[src/logic/rxeim_pkg.sv]
// constants for the receiver error interrupt mask block
package rxeim_pkg;
    // =========================================================
    // register map
    localparam logic [6:0] RX_ERROR_FLAGS_ADDR = 7'h18;
    localparam logic [6:0] RX_ERROR_MASK_ADDR  = 7'h19;
    localparam logic [7:0] MASK_RESET          = 8'h00;
    localparam logic [7:0] ZERO_BYTE           = 8'h00;
    // =========================================================
    // bit positions of flags and of their enables
    localparam int BIT_VALID     = 7;
    localparam int BIT_EMPHASIS  = 6;
    localparam int BIT_NONAUDIO  = 5;
    localparam int BIT_PREAMBLE  = 4;
    localparam int BIT_CHAN_CHK  = 3;
    localparam int BIT_ABSENT    = 2;
    localparam int BIT_BIPHASE   = 1;
    localparam int BIT_LOCK      = 0;
    localparam int FLAG_COUNT    = 8;
    // error flags that latch until read; the rest follow their source
    localparam logic [7:0] STICKY_FLAGS = 8'h0A;
endpackage

[src/logic/rxeim_flag_if.sv]
// bundle between the flag tracker and the register logic
`timescale 1ns/1ps
interface rxeim_flag_if;
    logic [7:0] raw;
    logic       clr;
    logic [7:0] flag;
    logic [7:0] pending;
    modport tracker (input raw, input clr, output flag, output pending);
    modport owner   (output raw, output clr, input flag, input pending);
endinterface

[src/logic/rxeim_flag_track.sv]
// per-flag state and change-event tracking for the receiver flags
`timescale 1ns/1ps
module rxeim_flag_track (
    input  wire logic         clk,
    input  wire logic         reset_n,
    rxeim_flag_if.tracker     fl
);
    logic [7:0] flag;
    logic [7:0] pending;
    logic [7:0] next_flag;
    logic [7:0] next_pending;
    logic [7:0] event_now;

    // =========================================================
    // per-bit next state
    genvar b;
    generate
        for (b = 0; b < rxeim_pkg::FLAG_COUNT; b++) begin : g_bit
            always_comb begin
                if (rxeim_pkg::STICKY_FLAGS[b]) begin
                    // error latches until the flag register is read
                    event_now[b] = fl.raw[b] && !flag[b];
                    next_flag[b] = fl.raw[b] || (flag[b] && !fl.clr);
                end else begin
                    // after a read, only a change of state raises again
                    event_now[b] = fl.raw[b] != flag[b];
                    next_flag[b] = fl.raw[b];
                end
                // new event wins over a clear in the same cycle
                next_pending[b] = event_now[b] || (pending[b] && !fl.clr);
            end
        end
    endgenerate

    always_ff @(posedge clk) begin
        if (!reset_n) begin
            flag    <= rxeim_pkg::ZERO_BYTE;
            pending <= rxeim_pkg::ZERO_BYTE;
        end else begin
            flag    <= next_flag;
            pending <= next_pending;
        end
    end

    assign fl.flag    = flag;
    assign fl.pending = pending;
endmodule // rxeim_flag_track

[src/logic/rxeim_mask.sv]
// receiver error interrupt mask register and gated interrupt output
`timescale 1ns/1ps
module rxeim_mask (
    input  wire logic       clk,
    input  wire logic       reset_n,
    input  wire logic [6:0] reg_addr,
    input  wire logic       reg_wr,
    input  wire logic       reg_rd,
    input  wire logic [7:0] reg_wdata,
    output logic      [7:0] reg_rdata,
    input  wire logic       received_valid_flag,
    input  wire logic       emphasis_flag,
    input  wire logic       nonaudio_flag,
    input  wire logic       preamble_nonaudio_flag,
    input  wire logic       chan_status_check_fail,
    input  wire logic       input_absent_flag,
    input  wire logic       biphase_parity_flag,
    input  wire logic       lock_flag,
    output logic            rx_error_irq
);
    // =========================================================
    // flag tracking
    rxeim_flag_if fl ();

    assign fl.raw = {received_valid_flag, emphasis_flag, nonaudio_flag,
                     preamble_nonaudio_flag, chan_status_check_fail,
                     input_absent_flag, biphase_parity_flag, lock_flag};
    // reading the flag register acknowledges all pending events
    assign fl.clr = reg_rd && (reg_addr == rxeim_pkg::RX_ERROR_FLAGS_ADDR);

    rxeim_flag_track u_track (
        .clk     (clk),
        .reset_n (reset_n),
        .fl      (fl)
    );

    // =========================================================
    // mask register, readback, interrupt
    logic [7:0] receiver_error_interrupt_mask;
    logic [7:0] next_mask;
    logic [7:0] next_rdata;
    logic [7:0] gated;
    logic       next_irq;

    always_comb begin
        next_mask = receiver_error_interrupt_mask;
        if (reg_wr && reg_addr == rxeim_pkg::RX_ERROR_MASK_ADDR) begin
            next_mask = reg_wdata;
        end
        next_rdata = reg_rdata;
        if (reg_rd) begin
            case (reg_addr)
                rxeim_pkg::RX_ERROR_FLAGS_ADDR: next_rdata = fl.flag;
                rxeim_pkg::RX_ERROR_MASK_ADDR:  next_rdata = receiver_error_interrupt_mask;
                default:                        next_rdata = rxeim_pkg::ZERO_BYTE;
            endcase
        end
        // each mask bit gates its own flag
        gated    = fl.pending & receiver_error_interrupt_mask;
        next_irq = |gated;
    end

    always_ff @(posedge clk) begin
        if (!reset_n) begin
            receiver_error_interrupt_mask <= rxeim_pkg::MASK_RESET;
            reg_rdata                     <= rxeim_pkg::ZERO_BYTE;
            rx_error_irq                  <= 1'b0;
        end else begin
            receiver_error_interrupt_mask <= next_mask;
            reg_rdata                     <= next_rdata;
            rx_error_irq                  <= next_irq;
        end
    end
endmodule // rxeim_mask

[config.mk]
export PLATFORM = sky130hd
export DESIGN_NAME = rxeim_mask
export DESIGN_NICKNAME = d
export VERILOG_FILES = /design/src/logic/rxeim_pkg.sv /design/src/logic/rxeim_flag_if.sv /design/src/logic/rxeim_flag_track.sv /design/src/logic/rxeim_mask.sv
export SDC_FILE = /design/constraint.sdc
export NUM_CORES = 1
export LEC_CHECK = 0
export BUFFER_PORTS_ARGS = -buffer_cell sky130_fd_sc_hd__clkbuf_2
export CORE_ASPECT_RATIO = 1.25
export CORE_UTILIZATION = 55
export DETAILED_ROUTE_END_ITERATION = 6
export GPL_ROUTABILITY_DRIVEN = 0
export PLACE_DENSITY = 0.85
export SYNTH_ARGS = -nofsm -noshare
export SYNTH_HDL_FRONTEND = slang
export SYNTH_HIERARCHICAL = 1
export SYNTH_SLANG_ARGS = --single-unit
[constraint.sdc]
create_clock -name clk -period 2.8 [get_ports clk]
set_input_delay 0.14 -clock clk [delete_from_list [all_inputs] [get_ports clk]]
set_output_delay 0.14 -clock clk [all_outputs]
set_load 0.03 [all_outputs]
; After elaboration in Yosys (flattened, before gate mapping)
; Index checks and enable logic that the tools add are counted.
; W data, S select, Z words.
[word_totals]
reg_bits = 33
out_inout_bits = 9
[op_classes]
n_eq_ne = 8
mux = 1
bitwise_logic = 1
reduce_logical = 28
[op_table]
columns = cell, n
row1 = $pmux W8 S2, 1
row2 = $eq A7 B5 Y1 const B, 2
row3 = $logic_and A1 B1 Y1, 14
row4 = $logic_or A1 B1 Y1, 10
row5 = $and A8 B8 Y8, 1
row6 = $reduce_or A8 Y1, 1
row7 = $ne A1 B1 Y1, 6
row8 = $logic_not A1 Y1, 3

; Longest topological paths before layout
[depth]
depth_word = 5
mapped_depth = 6
depth_no_buf = 5

; Cells and area by module
; Netlist, hierarchy kept.
[modules_own_cells]
columns = module, instances, cells_per_inst, area_each_um2, seq_area_each_um2
row1 = rxeim_mask, 1, 84, 838.3, 340.3
row2 = rxeim_flag_track, 1, 51, 611.8, 320.3

; Least setup slack after synthesis
; Ideal clock, no wire load.
[synth_path]
path_kind = input -> register
from = in reg_addr[1]
to = reg u_track.flag[1] (netlist: u_track/fl.flag[1])
setup_time_ps = 115
t_arrival_ps = 1148
slack_ps = 1538
stages = 6
n_path_buf = 1
path_cell_list = nor4b_2 and2_2 buf_4 and3b_1 nor2b_1 o21a_1
[synth_between]
elab_chain_cells = 5
[synth_rtl]
columns = item, line_no
row1 = "start, declared", rxeim_mask.sv:6  ; input wire logic [6:0] reg_addr,
row2 = $eq A7 B5 Y1, rxeim_mask.sv:29  ; assign fl.clr = reg_rd && (reg_addr == rxeim_pkg::RX_ERROR_FLAGS_ADDR);
row3 = $logic_and A1 B1 Y1, rxeim_mask.sv:29
row4 = named net fl.clr, rxeim_flag_if.sv:5  ; logic clr;
row5 = $logic_not A1 Y1, rxeim_flag_track.sv:23  ; next_flag[b] = fl.raw[b] || (flag[b] && !fl.clr);
row6 = $logic_and A1 B1 Y1, rxeim_flag_track.sv:23
row7 = $logic_or A1 B1 Y1, rxeim_flag_track.sv:23
row8 = "end signal, assigned", rxeim_flag_track.sv:37  ; flag <= rxeim_pkg::ZERO_BYTE;
row9 = "end signal, assigned", rxeim_flag_track.sv:40  ; flag <= next_flag;
row10 = "end, declared", rxeim_flag_track.sv:8  ; logic [7:0] flag;
; The timed path passes the listed nets, and every way through them passes these cells.
; A chain may end at the register's enable or synchronous reset.

; Final worst setup path
[layout_path]
from = in reg_addr[1]
to = reg u_track.flag[3] (netlist: u_track/fl.flag[3])
; Same word-level chain as after synthesis.

==> flow_summary.ini <==
[route]
viasPerCell = 5.286
dr.first_iter.drc_count = 18
firstDrtPassIters = 4
routed_wl_mm = 2.601
ant_nets = 0
via_count = 1073
drc = 0
routedWlPerCell_microns = 12.81

[power_and_ir_drop]
p_total_uw = 946.9
peakVddDrop_mv = 0.3871
p_leak_nw = 0.7052
powerDensity_nw_per_um2 = 557.7

[layout]
multi_input_area_sq_um = 732.0
area_growth_pct = 17.08
diodes = 0
fillers = 197
final_util_pct = 68.54
drive_gt1_share_pct = 38.82
final_cells = 203
nets = 196
seqCellArea_sq_um = 660.6
design_area_sq_um = 1698

[synthesis]
synthesis.nets = 162
synth.top_cell.area_share_pct = 45.56
synth_commonest_cells = 33 x dfxtp_1, 16 x nand2_1, 11 x nor2b_1
yosys.cell_count.top_type = dfxtp_1
async_flop_share_pct = 0
synth.top_cells.by_area = dfxtp_1 46%, a21boi_2 6.2%, mux2_2 6.2%
netlist_instances = 135
synth_area_sq_um = 1450
postSynthAreaPerCell_sq_um = 10.74
synth_edf_count = 0
ys_types = 23
synth_seq_area_share_pct = 45.56
yosys_warnings = 6
yosysTopAreaCell = dfxtp_1
ys_ff_latch = 33
synth_top_flop_cell = dfxtp_1

[worst_setup_path]
critPathKind = in2reg
crit_chain = clkbuf_2 > nor4b_2 > and2_2 > and3b_1 > nor2b_1 > o21a_1
cp.arrival_ps = 1380
max_stage_delay_ps = 350
crit_family = simple AND/OR/NAND/NOR gates
cp-start-kind = primary input
path_max_fanout = 10
r2r-start = receiver_error_interrupt_mask[0]$_SDFFE_PN0P_
crit_path_end_kind = register
worst-path-buf-inv = 1
worst_path_max_delay_cell = and3b_1
worstPathRequired_ps = 3040
startpoint = reg_addr[1]
r2r_slack_ps = 1820

[global_routing]
met3_usage_pct = 8.537
grtUsageMet2_pct = 33.40
grt_max_degree = 43
grt_overflow_total = 0
top_usage_layer = met2
met1_usage_pct = 22.61
grt_pass1_wl_mm = 3.995
grt_use_total_pct = 20.90
grt_pass1_vias = 1006
antenna_found_initial = 0

[clocking]
clk_latency_ps = 330
cts-root-buf = clkbuf_4
cts_hold_buffers = 0
post_cts_buffers = 0
clock_sinks = 33
htree_levels = 2
cts_buffer_depth = 2
tritoncts = yes
numCtsBuffers = 5
cts_resized = 0
path_clk_slew_ps = 100

[die]
dieWidth_microns = 47.93
start_util_pct = 58.54
core_sq_um = 2477
dieHeight_microns = 59.41
io_pins = 36
die_area_sq_um = 2847
row_count = 20

[sta]
fin_skew_ps = 9.058
setup_slack_ps = 1657
rsz0062_at_grt = no
post-route-min-period_ps = 1143
setup-tns-final_ps = 0
worst_pin_slew_ps = 687.6
relSlewSlack_pct = 54.16
finalSetupViolations = 0
hold_viol = 0
fmax_mhz = 875.2
hold_ws_ps = 17.97
slew_viol_final = 0
fin_crit_sh_pct = 40.81

[outcome]
status = complete, no violations

[worst_hold_path]
min_path_type = in2reg
min_from = reg_wdata[3]

[run]
cap_violations = 0

[placed_design]
dp_slack_ps = 1322
numPlacedInstances = 195
dpl.hpwl_mm = 1.888
dpl_cell_area_sq_um = 1613
io_buffers = 35
## cells by family (layout without fill, tap and decap cells)
group | Yosys count | in the layout | synth area share [%]
DFF | 33 | 33 | 45.56
buffers and inverters | 9 | 44 | 3.969
AOI/OAI and AO/OA | 23 | 23 | 15.44
and+or+nand+nor | 48 | 48 | 19.67
muxes | 16 | 16 | 11.73
xor gates and xnor gates | 6 | 6 | 3.624
## cell type report
class	count	area share [%]
clock inverters	1	1.769
multi-input cells	93	43.11
inverters	1	0.2211
flip-flops and latches	33	38.91
well taps	33	2.432
repair buffers	35	10.32
clock buffers	7	3.242
## worst paths after layout
| kind | endpoint | cells past startpoint |
|---|---|---|
| worst max-delay path | u_track/fl.flag[3]$_SDFF_PN0_ | 6 |
| worst min-delay path | receiver_error_interrupt_mask[3]$_SDFFE_PN0P_ | 3 |
| worst max register to register | reg_rdata[0]$_SDFFE_PN0P_ | 2 |
| worst min register to register | receiver_error_interrupt_mask[3]$_SDFFE_PN0P_ | 2 |
## routing by layer
layer	vias to the layer above	wire [microns]
met5	-	0
li1	538	-
met4	0	54
met1	494	1073
met3	6	135
met2	35	1338
## registers in the layout (all words and copies together) (netlist names)
register,count
receiver_error_interrupt_mask,8
reg_rdata,8
rx_error_irq,1
u_track/fl.flag,8
u_track/fl.pending,8
## where the power goes
| group | switching, mW | total, mW | internal (mW) |
|---|---|---|---|
| sequential | 0.00986 | 0.497 | 0.487 |
| combinational | 0.0392 | 0.0833 | 0.0441 |
| clock | 0.154 | 0.367 | 0.213 |
## layout by cell type, fill, tap and decap left out, drive strengths merged
| cell type | netlist | final |
|---|---|---|
| a21boi | 8 | 8 |
| dfxtp | 33 | 33 |
| inv | 1 | 1 |
| a32o | 8 | 8 |
| and3b | 1 | 1 |
| bufinv | 0 | 1 |
| nand2b | 8 | 8 |
| and2 | 8 | 8 |
| or2b | 2 | 2 |
| xnor2 | 6 | 6 |
| mux2 | 8 | 8 |
| and4 | 1 | 1 |
| mux2i | 8 | 8 |
| nand2 | 16 | 16 |
| o21a | 2 | 2 |
| nor2b | 11 | 11 |
| nor4b | 1 | 1 |
| clkbuf | 1 | 42 |
| a22oi | 4 | 4 |
| a41oi | 1 | 1 |
## worst min-delay path, cell delays in order
cell and delay, ps:
clkbuf_2 80, nand2_1 40, mux2i_1 50
(Power assumes the default switching activity.)
